--- src/sac_map.svh ---
`ifndef SAC_MAP_SVH
`define SAC_MAP_SVH

// ----------------------------------------
// Register word indices (haddr[4:2])
// ----------------------------------------
`define SAC_IDX_CTRL_A 3'h0
`define SAC_IDX_CTRL_B 3'h1
`define SAC_IDX_INSEL 3'h2
`define SAC_IDX_RES_LO 3'h3
`define SAC_IDX_RES_HI 3'h4
// ----------------------------------------
// Field positions
// ----------------------------------------
`define SAC_CA_EN 7
`define SAC_CA_START 6
`define SAC_CA_AUTO 5
`define SAC_CA_FLAG 4
`define SAC_CB_LADJ 4
`define SAC_IS_REF 6
// ----------------------------------------
// Conversion timing, in converter clock cycles and half cycles
// ----------------------------------------
`define SAC_NORM_CYC 13
`define SAC_FIRST_CYC 25
`define SAC_AUTO_HALF 6'h1b
`define SAC_SH_NORM_HALF 6'h03
`define SAC_SH_FIRST_HALF 6'h1b
`define SAC_SH_AUTO_HALF 6'h04
// ----------------------------------------
// Channel and trigger source codes
// ----------------------------------------
`define SAC_TEMP_CODE 6'h22
`define SAC_SE_MAX 6'h07
`define SAC_TSRC_SELF 3'h0
`endif

--- src/sac_pkg.sv ---
package sac_pkg;
  typedef enum logic [1:0] {
    PH_IDLE = 2'b00,
    PH_WAIT = 2'b01,
    PH_CONV = 2'b10
  } sac_phase_type;

  typedef struct packed {
    logic enable;
    logic start;
    logic auto_en;
    logic flag;
    logic [2:0] ps;
    logic left_adj;
    logic [2:0] tsrc;
    logic [1:0] ref_sel;
    logic [5:0] chan_sel;
    logic [1:0] buf_ref;
    logic [5:0] buf_chan;
    logic [9:0] result;
    logic lock;
    logic first;
    sac_phase_type phase;
    logic [5:0] hcnt;
    logic [5:0] len_h;
    logic [5:0] sh_h;
    logic [6:0] pre;
    logic cclk;
    logic trig_prev;
    logic sh;
    logic gain20;
    logic diff;
    logic temp;
    logic wr_pend;
    logic rd_pend;
    logic [2:0] a_idx;
    logic hready;
    logic [31:0] hrdata;
  } sac_state_type;
endpackage : sac_pkg

--- src/sac_ctrl.sv ---
// The AHB-Lite register port and the register offsets were left to the implementer.
`timescale 1ns/1ps
`include "sac_map.svh"
module sac_ctrl (
  // Clock, reset, enable
  input wire logic hclk,
  input wire logic hresetn,
  input wire logic ce,
  // AHB-Lite slave
  input wire logic hsel,
  input wire logic [31:0] haddr,
  input wire logic [1:0] htrans,
  input wire logic hwrite,
  input wire logic [2:0] hsize,
  input wire logic [31:0] hwdata,
  input wire logic hready,
  output logic hreadyout,
  output logic hresp,
  output logic [31:0] hrdata,
  // Trigger sources
  input wire logic [7:0] trig_i,
  // Analog side
  input wire logic [9:0] core_result,
  output logic analog_enable,
  output logic [1:0] reference_select,
  output logic [5:0] channel_select,
  output logic gain_20x,
  output logic differential,
  output logic temp_sensor,
  output logic conv_clk,
  output logic sample_hold,
  output logic converting
);

  sac_pkg::sac_state_type s;
  sac_pkg::sac_state_type n;

  logic accept;
  logic trig_lvl;
  logic edge_hit;
  logic htick;
  logic rise;
  logic done;
  logic self_trig;
  logic [5:0] hnext;
  logic [7:0] res_lo;
  logic [7:0] res_hi;
  logic flag_clr;

  // ----------------------------------------
  // Helpers
  // ----------------------------------------
  // Half period of the converter clock, in CPU cycles
  // Codes 0 and 1 both divide by 2, so the ratio tops out at 128
  function automatic logic [6:0] half_period(input logic [2:0] ps);
    half_period = (ps == 3'h0) ? 7'h01 : 7'h01 << (ps - 3'h1);
  endfunction : half_period

  function automatic logic [7:0] lo_byte(input logic [9:0] r, input logic la);
    lo_byte = la ? {r[1:0], 6'h00} : r[7:0];
  endfunction : lo_byte

  function automatic logic [7:0] hi_byte(input logic [9:0] r, input logic la);
    hi_byte = la ? r[9:2] : {6'h00, r[9:8]};
  endfunction : hi_byte

  // ----------------------------------------
  // Next state
  // ----------------------------------------
  always_comb
  begin
    n = s;
    n.sh = 1'b0;
    accept = hsel && htrans[1] && hready;
    res_lo = lo_byte(s.result, s.left_adj);
    res_hi = hi_byte(s.result, s.left_adj);
    trig_lvl = trig_i[s.tsrc];
    self_trig = s.tsrc == `SAC_TSRC_SELF;
    // Rising edge only; a level held high never retriggers
    edge_hit = s.enable && s.auto_en && !self_trig && trig_lvl && !s.trig_prev;
    n.trig_prev = trig_lvl;
    htick = s.enable && (s.pre == half_period(s.ps) - 7'h01);
    rise = htick && !s.cclk;
    hnext = s.hcnt + 6'h01;
    done = 1'b0;
    flag_clr = s.wr_pend && (s.a_idx == `SAC_IDX_CTRL_A) && hwdata[`SAC_CA_FLAG];

    // Prescaler
    if (!s.enable)
    begin
      n.pre = 7'h00;
      n.cclk = 1'b0;
    end
    else if (edge_hit && s.phase != sac_pkg::PH_CONV)
    begin
      n.pre = 7'h00;
      n.cclk = 1'b0;
    end
    else if (htick)
    begin
      n.pre = 7'h00;
      n.cclk = !s.cclk;
    end
    else
    begin
      n.pre = s.pre + 7'h01;
    end

    // Conversion sequencer
    unique case (s.phase)
      sac_pkg::PH_IDLE:
      begin
        if (edge_hit)
        begin
          n.phase = sac_pkg::PH_CONV;
          n.start = 1'b1;
          n.hcnt = 6'h00;
          n.len_h = s.first ? 6'(2 * `SAC_FIRST_CYC) : `SAC_AUTO_HALF;
          n.sh_h = s.first ? `SAC_SH_FIRST_HALF : `SAC_SH_AUTO_HALF;
          n.first = 1'b0;
        end
        else if (s.start && s.enable)
        begin
          n.phase = sac_pkg::PH_WAIT;
        end
      end
      sac_pkg::PH_WAIT:
      begin
        if (rise)
        begin
          n.phase = sac_pkg::PH_CONV;
          n.hcnt = 6'h00;
          n.len_h = s.first ? 6'(2 * `SAC_FIRST_CYC) : 6'(2 * `SAC_NORM_CYC);
          n.sh_h = s.first ? `SAC_SH_FIRST_HALF : `SAC_SH_NORM_HALF;
          n.first = 1'b0;
        end
      end
      sac_pkg::PH_CONV:
      begin
        // Edges here are dropped, not queued
        if (htick)
        begin
          n.hcnt = hnext;
          n.sh = hnext == s.sh_h;
          if (hnext == s.len_h)
          begin
            done = 1'b1;
            if (!s.lock)
            begin
              n.result = core_result;
            end
            if (s.auto_en && self_trig)
            begin
              n.phase = sac_pkg::PH_WAIT;
            end
            else
            begin
              n.phase = sac_pkg::PH_IDLE;
              n.start = 1'b0;
            end
          end
        end
      end
      default:
      begin
        n.phase = sac_pkg::PH_IDLE;
      end
    endcase

    // Set wins over a same-cycle software clear
    n.flag = (s.flag && !flag_clr) || done;

    // Selection buffer: follows the register while enabled, except mid-conversion
    if (s.enable && (s.phase != sac_pkg::PH_CONV || s.hcnt + 6'h02 >= s.len_h))
    begin
      n.buf_ref = s.ref_sel;
      n.buf_chan = s.chan_sel;
    end
    n.temp = n.buf_chan == `SAC_TEMP_CODE;
    n.diff = !n.temp && (n.buf_chan > `SAC_SE_MAX);
    n.gain20 = n.diff && n.buf_chan[0];

    // Register write, data phase
    if (s.wr_pend)
    begin
      unique case (s.a_idx)
        `SAC_IDX_CTRL_A:
        begin
          n.enable = hwdata[`SAC_CA_EN];
          n.auto_en = hwdata[`SAC_CA_AUTO];
          n.ps = hwdata[2:0];
          if (hwdata[`SAC_CA_START] && hwdata[`SAC_CA_EN])
          begin
            n.start = 1'b1;
          end
        end
        `SAC_IDX_CTRL_B:
        begin
          n.left_adj = hwdata[`SAC_CB_LADJ];
          n.tsrc = hwdata[2:0];
        end
        `SAC_IDX_INSEL:
        begin
          n.ref_sel = hwdata[`SAC_IS_REF +: 2];
          n.chan_sel = hwdata[5:0];
        end
        default:
        begin
          n.wr_pend = 1'b0;
        end
      endcase
    end

    // Disabling aborts and rearms the long first conversion
    if (!n.enable)
    begin
      n.phase = sac_pkg::PH_IDLE;
      n.start = 1'b0;
      n.first = 1'b1;
      n.hcnt = 6'h00;
      n.pre = 7'h00;
      n.cclk = 1'b0;
      n.sh = 1'b0;
    end

    // Register read, one wait state so data is always fresh
    if (s.rd_pend)
    begin
      n.rd_pend = 1'b0;
      n.hready = 1'b1;
      unique case (s.a_idx)
        `SAC_IDX_CTRL_A: n.hrdata = {24'h000000, s.enable, s.start, s.auto_en, s.flag,
                                     1'b0, s.ps};
        `SAC_IDX_CTRL_B: n.hrdata = {27'h0000000, s.left_adj, 1'b0, s.tsrc};
        `SAC_IDX_INSEL: n.hrdata = {24'h000000, s.ref_sel, s.chan_sel};
        `SAC_IDX_RES_LO: n.hrdata = {24'h000000, res_lo};
        `SAC_IDX_RES_HI: n.hrdata = {24'h000000, res_hi};
        default: n.hrdata = 32'h00000000;
      endcase
      if (s.a_idx == `SAC_IDX_RES_LO)
      begin
        n.lock = 1'b1;
      end
      else if (s.a_idx == `SAC_IDX_RES_HI)
      begin
        n.lock = 1'b0;
      end
    end

    // Address phase
    n.wr_pend = accept && hwrite;
    if (accept)
    begin
      n.a_idx = haddr[4:2];
      if (!hwrite)
      begin
        n.rd_pend = 1'b1;
        n.hready = 1'b0;
      end
    end
  end

  // ----------------------------------------
  // State register
  // ----------------------------------------
  always_ff @(posedge hclk or negedge hresetn)
  begin
    if (!hresetn)
    begin
      s <= '0;
      s.first <= 1'b1;
      s.hready <= 1'b1;
      s.phase <= sac_pkg::PH_IDLE;
    end
    else if (ce)
    begin
      s <= n;
    end
  end

  // ----------------------------------------
  // Outputs
  // ----------------------------------------
  assign hreadyout = s.hready;
  assign hresp = 1'b0;
  assign hrdata = s.hrdata;
  assign analog_enable = s.enable;
  assign reference_select = s.buf_ref;
  assign channel_select = s.buf_chan;
  assign gain_20x = s.gain20;
  assign differential = s.diff;
  assign temp_sensor = s.temp;
  assign conv_clk = s.cclk;
  assign sample_hold = s.sh;
  // Only the conversion code has its top bit set
  assign converting = s.phase[1];

  // ----------------------------------------
  // Checks
  // ----------------------------------------
  a_start_reads_one: assert property (@(posedge hclk) disable iff (!hresetn)
    s.phase == sac_pkg::PH_CONV |-> s.start)
    else $error("start bit low during conversion");

  a_done_clears_start: assert property (@(posedge hclk) disable iff (!hresetn)
    (ce && done && n.phase == sac_pkg::PH_IDLE) |=> (!s.start && s.flag))
    else $error("completion did not clear start and set flag");

  a_lock_keeps_result: assert property (@(posedge hclk) disable iff (!hresetn)
    (ce && done && s.lock) |=> $stable(s.result))
    else $error("locked result was overwritten");

  a_flag_when_lost: assert property (@(posedge hclk) disable iff (!hresetn)
    (ce && done && s.lock) |=> s.flag)
    else $error("flag missing for discarded result");

  a_prescaler_held: assert property (@(posedge hclk) disable iff (!hresetn)
    !s.enable |-> (s.pre == 7'h00 && !s.cclk))
    else $error("prescaler ran while disabled");

  a_buffer_locked: assert property (@(posedge hclk) disable iff (!hresetn)
    (ce && s.phase == sac_pkg::PH_CONV && s.hcnt + 6'h02 < s.len_h)
      |=> $stable(s.buf_chan) && $stable(s.buf_ref))
    else $error("selection changed mid-conversion");

  a_disabled_no_select: assert property (@(posedge hclk) disable iff (!hresetn)
    (ce && !s.enable) |=> $stable(s.buf_chan))
    else $error("selection applied while disabled");

  a_edge_ignored: assert property (@(posedge hclk) disable iff (!hresetn)
    (ce && s.phase == sac_pkg::PH_CONV && edge_hit && !done && n.enable)
      |=> (s.phase == sac_pkg::PH_CONV && s.hcnt == $past(s.hcnt) + {5'h00, $past(htick)}))
    else $error("trigger edge disturbed running conversion");

  a_normal_length: assert property (@(posedge hclk) disable iff (!hresetn)
    (ce && s.phase == sac_pkg::PH_WAIT && rise && !s.first && n.enable)
      |=> s.len_h == 6'(2 * `SAC_NORM_CYC))
    else $error("normal conversion not 13 cycles");

  a_sample_instant: assert property (@(posedge hclk) disable iff (!hresetn)
    s.sh |-> s.hcnt == ((s.len_h == `SAC_AUTO_HALF) ? `SAC_SH_AUTO_HALF :
      (s.len_h == 6'(2 * `SAC_NORM_CYC)) ? `SAC_SH_NORM_HALF : `SAC_SH_FIRST_HALF))
    else $error("sample-and-hold at wrong instant");

  a_auto_sample: assert property (@(posedge hclk) disable iff (!hresetn)
    (ce && s.phase == sac_pkg::PH_IDLE && edge_hit && !s.first && n.enable)
      |=> s.sh_h == `SAC_SH_AUTO_HALF)
    else $error("auto sample not two cycles after edge");

endmodule : sac_ctrl

--- config.mk ---
export PLATFORM = sky130hd
export DESIGN_NAME = sac_ctrl
export DESIGN_NICKNAME = d
export VERILOG_FILES = /design/src/sac_pkg.sv /design/src/sac_ctrl.sv
export VERILOG_INCLUDE_DIRS = /design/src
export SDC_FILE = /design/constraint.sdc
export NUM_CORES = 1
export LEC_CHECK = 0
export ABC_AREA = 0
export BUFFER_PORTS_ARGS = -buffer_cell sky130_fd_sc_hd__buf_2
export CELL_PAD_IN_SITES_DETAIL_PLACEMENT = 0
export CELL_PAD_IN_SITES_GLOBAL_PLACEMENT = 1
export CORE_UTILIZATION = 40
export DETAILED_ROUTE_END_ITERATION = 10
export PLACE_DENSITY = 0.88
export SLEW_MARGIN = 20
export SYNTH_ARGS = -nofsm -noshare
export SYNTH_HDL_FRONTEND = slang
export SYNTH_SLANG_ARGS = --single-unit
--- constraint.sdc ---
create_clock -name hclk -period 7.75 [get_ports hclk]
set_clock_uncertainty 0.1 [all_clocks]
set_input_delay 1.9375 -clock hclk [delete_from_list [all_inputs] [get_ports hclk]]
set_output_delay 1.9375 -clock hclk [all_outputs]
set_load 0.01 [all_outputs]
[Word-level counts from Yosys, hierarchy flattened]
Cells that the tools add are included.
W data, S select, Z words.
Storage, ports and cells
  bits in registers: 110
  output and inout bits: 49
  bits in latches: 0
  bits in read-only memories: 0
  memory bits (writable): 0
  memories kept: 0
  logic and storage cells: 156
Operators by class
  $mul: 0
  muxes and demuxes: 50
  bitwise logic cells: 1
  $lt $le $gt $ge: 3
  reduce and logical (&&, ||, !) cells: 45
  eq/ne operators: 21
  div/mod/pow operators: 0
  shifts and indexed selects: 1
  $add $sub $neg: 5
Operators by type and width (number)
  $mux W8: 6
  $pmux W8 S5: 1
  $mux W33: 1
  $pmux W12 S2: 1
  $mux W21: 1
  $mux W1: 20
  $logic_and A1 B1 Y1: 19
  $mux W18: 1
  $mux W6: 3
  $pmux W6 S3: 1
  $mux W5: 3
  $reduce_and A5 Y1: 3
  $mux W7: 2
  $eq A6 B6 Y1: 2
  $ne A3 B3 Y1 const B: 4
  $reduce_and A3 Y1: 4
  $logic_not A3 Y1: 3
  $mux W9: 1
  $reduce_and A2 Y1: 4
  $reduce_and A4 Y1: 2
  $add A7 B1 Y7 const B: 1
  $eq A7 B7 Y1: 1
  $shl A1 B3 Y7 const A: 1
  $sub A7 B1 Y7 const B: 1
  other kinds (27): 40

[Depth between registers and ports, before layout]
  word-level depth: 13
  depth in mapped cells: 10

[Worst setup path before layout]
No wires, ideal clock.
  path kind: input to register
  start: in trig_i[3]
  end: reg s[54] (netlist name)
  required time: 7.525 ns
  setup slack: 3.946 ns
  data arrival time: 3.579 ns
  stages on the path: 6
  setup time: 0.125 ns
  cells stage by stage: mux4_1 -> mux2i_1 -> or4_4 -> or4_4 -> nand2_4 -> mux2_4
Between the ends
  word-level cells in the longest chain between the ends: 6
Ends and longest elaborated chain
  from (decl): line sac_ctrl.sv:21  | input wire logic [7:0] trig_i,
  $bmux W1 S3: line sac_ctrl.sv:77  | trig_lvl = trig_i[s.tsrc];
  $mux W1 (implied by the code): line sac_ctrl.sv:77
  $logic_and A1 B1 Y1 (2 in series): line sac_ctrl.sv:80  | edge_hit = s.enable && s.auto_en && !self_trig && trig_lvl && !s.trig_prev;
  $ne A2 B2 Y1 (no line)
  $reduce_and A4 Y1 (no line)
  to (signal assigned): line sac_ctrl.sv:277  | s <= n;
  to (decl): line sac_ctrl.sv:35  | sac_pkg::sac_state_type s;
Every way passes these cells. The select of a mux whose other input is x is not followed.
A chain may end at the register's enable or synchronous reset.

[Worst setup path after layout]
  start: in ce
  end: reg s[54] (netlist name)
Between the ends
  word-level cells in the longest chain between the ends: 1
Ends and longest elaborated chain
  from (decl): line sac_ctrl.sv:8  | input wire logic ce,
  $reduce_and A4 Y1 (no line)
Every way passes these cells.

==> metrics.md <==
| Metric | Value |
|---|---|
| Vias in the first global route | 3,519 |
| R2R depth | 8 |
| Final Non-Filler Cells | 661 |
| WL per Instance | 16.1 um |
| Cts bufs inserted | 9 |
| Top Ports | 142 |
| Min cycle time layout | 3.75 ns |
| Grt ovf | 0 |
| Power Density | 277 nW/um^2 |
| Slew HR | 30.3% |
| Starting Density | 41.5% |
| Post-synth ARST share | 100% |
| Largest net degree at the start of global routing | 80 |
| Area Growth Syn to Fin | 10.1% |
| Failing checks | DRC |
| Crit path kind | primary input to register |
| Crit share post-route | 48.4% |
| Hold-fix buffers, CTS | 0 |
| I/O Buffers | 59 |
| Sink Count | 79 |
| Total GRT Usage | 17.8% |
| Row count | 39 |
| CP Capture Type | register |
| Antenna Cells | 0 |
| Final setup viols | 0 |
| Startpoint type of the worst setup path | primary input |
| Drt total wl | 10,600 um |
| Fmax achieved | 267 MHz |
| Unrepaired setup endpoints after global routing | no |
| Synth Flop Type | dfrtp_1 |
| Worst hold path class | register to register |
| Seq/Total Area, Yosys | 41.2% |
| DR pass1 iterations | 7 |
| CP Max Fanout | 33 |
| Unique masters post-synth | 65 |
| Reg-to-reg startpoint | s[104] |
| First-pass GRT wire length | 17,900 um |
| Cells after Synth | 482 |
| Hold endpoint | hrdata[3] |
| RD Place Congestion | 0.892 |
| Die height | 112 um |
| Worst-Skew Late Latency | 0.33 ns |
| Crit path DAT | 3.87 ns |
| Post-route setup TNS | 0 ns |
| Initial antenna violation count | 0 |
| Iter 0 DRT Violations | 269 |
| Synth area leader | dfrtp_1 |
| Core ar. | 11,600 sq um |
| Number of hold violations in the final report | 0 |
| Number of flops mapped to enable cells by yosys | 0 |
| DR DRC count | 12 |
| Slew Viols, Final | 0 |
| Vias | 3,633 |
| Die Area | 12,400 sq um |
| Outcome | finished with violations |
| Nets@finish | 615 |
| CP startpoint | ce |
| Area fraction of the dominant cell type after synthesis | 40.1% |
| Final ANT Viol Nets | 0 |
| P_leak | 2.50 nW |
| H-tree lvl count | 3 |
| DR vias/cell | 5.50 |
| # fillers | 1,065 |
| Crit Reg-Reg Endpoint | s[75] |
| Dpl hpwl | 7720 um |
| Clock Tree Buf Depth | 2 |
| Syn_area_per_cell | 9.96 sq um |
| Chip width | 112 um |
| Syn Std Cell Area | 4800 sq um |
| Fraction of layout cells with a size suffix above 1 | 25.3% |
| Dpl cells | 645 |
| Worst EP required | 7.87 ns |
| Clock transition at the registers of the reported paths | 0.06 ns |
| Worst VDD drop | 141 uV |
| CTS Root Buffer Type | clkbuf_16 |
| Hold Path Depth | 2 |
| Post-CTS Resized | 0 |
| Commonest non-fill, non-tap cells in the layout | dfrtp_1, buf_2, nor2_1 |
| Worst-Margin Slew | 1.04 ns |
| Hold_sp | hrdata[3] |
| Number of setup buffers added after CTS | 0 |
| R2R setup slack | 4.02 ns |
| Most common cell after layout, fill and taps aside | dfrtp_1 |
| TritonCTS clock tree | built |
| Seq cells post-synth | 79 |
| Synth area leaders | dfrtp_1, mux2_2, buf_4 |
| Max Cap Violations | 0 |
| Synth Warn # | 0 |
-- cells in the mapped netlist (4+ instances only) --
library cell and instances:
dfrtp_1 77, nor2_1 44, buf_4 43, mux2_2 38, nand2_1 37, o21ai_0 21
a21oi_1 18, mux2i_1 18, clkbuf_1 15, nand3_1 15, inv_1 13, nand4_1 11
xor2_1 11, xnor2_1 10, ha_1 9, a221oi_1 8, nor2b_1 8, and3_1 4
buf_2 4, or3_1 4
-- cells by family (layout without fill, tap and decap cells) --
logic type,Yosys count,in the layout,share of synthesized area [%]
simple gates,151,151,16.3
other cells,1,25,0.0781
xor+xnor,21,21,3.83
flops,79,79,41.2
compound gates,83,83,12.0
buf+inv,77,89,9.64
mux,61,61,14.5
fa+ha+maj,9,9,2.35
-- routing by layer --
layer | vias to the layer above | track usage, % | wire length (um)
met2 | 92 | 28.3 | 4960
met4 | 0 | 5.77 | 167
met1 | 1805 | 24.4 | 5040
met3 | 14 | 3.38 | 471
met5 | - | 0 | 0
li1 | 1722 | - | -
-- stage by stage --
stage                     setup slack (ns)  hold WS, ns  power [mW]  util, %  instance area (sq um)
after detailed placement              3.67        0.370        1.01     42.9                   4960
after global placement                3.71        0.368       0.992     42.9                   4960
after global routing                  3.80        0.397        1.54     45.7                   5290
after CTS                             4.01        0.378        1.47     45.7                   5290
after floorplan                       3.95        0.351       0.915        -                   4890
final                                 4.00        0.372        1.46     45.7                   5290
-- layout make-up --
cell class              instances  area, sq um  share of cell area, %
flip-flops and latches         79         1980                   37.4
repair buffers                 60          305                   5.78
well taps                     143          179                   3.38
inverters                      13         48.8                  0.923
clock inverters                 5         81.3                   1.54
multi-input cells             350         2450                   46.3
clock buffers                  11          243                   4.59
-- worst max-delay path, stage by stage --
cell     delay, ns
buf_2         0.50
inv_1         0.39
or4_4         0.61
nand2_4       0.11
mux2_4        0.29
-- sequential cells by signal, summed over array words and instances (netlist names) --
name,cells
s,55
temp_sensor,1
reference_select,2
hreadyout,1
analog_enable,1
gain_20x,1
conv_clk,1
converting,1
channel_select,6
sample_hold,1
differential,1
hrdata,8
-- worst max-delay path by stage --
stage	endpoint	slack [ns]	depth (start not counted)
after floorplan	s[54]	3.95	6
after global placement	s[54]	3.71	5
after detailed placement	s[54]	3.67	5
after CTS	s[54]	4.01	5
after global routing	s[74]	3.80	8
final	s[54]	4.00	5
-- power breakdown --
group,leakage [nW],internal [mW],switching (mW)
sequential,1.05,0.485,0.107
clock,0.156,0.291,0.165
combinational,1.30,0.186,0.230
total,2.50,0.962,0.501
No activity file was read; power rests on OpenSTA's default activity.
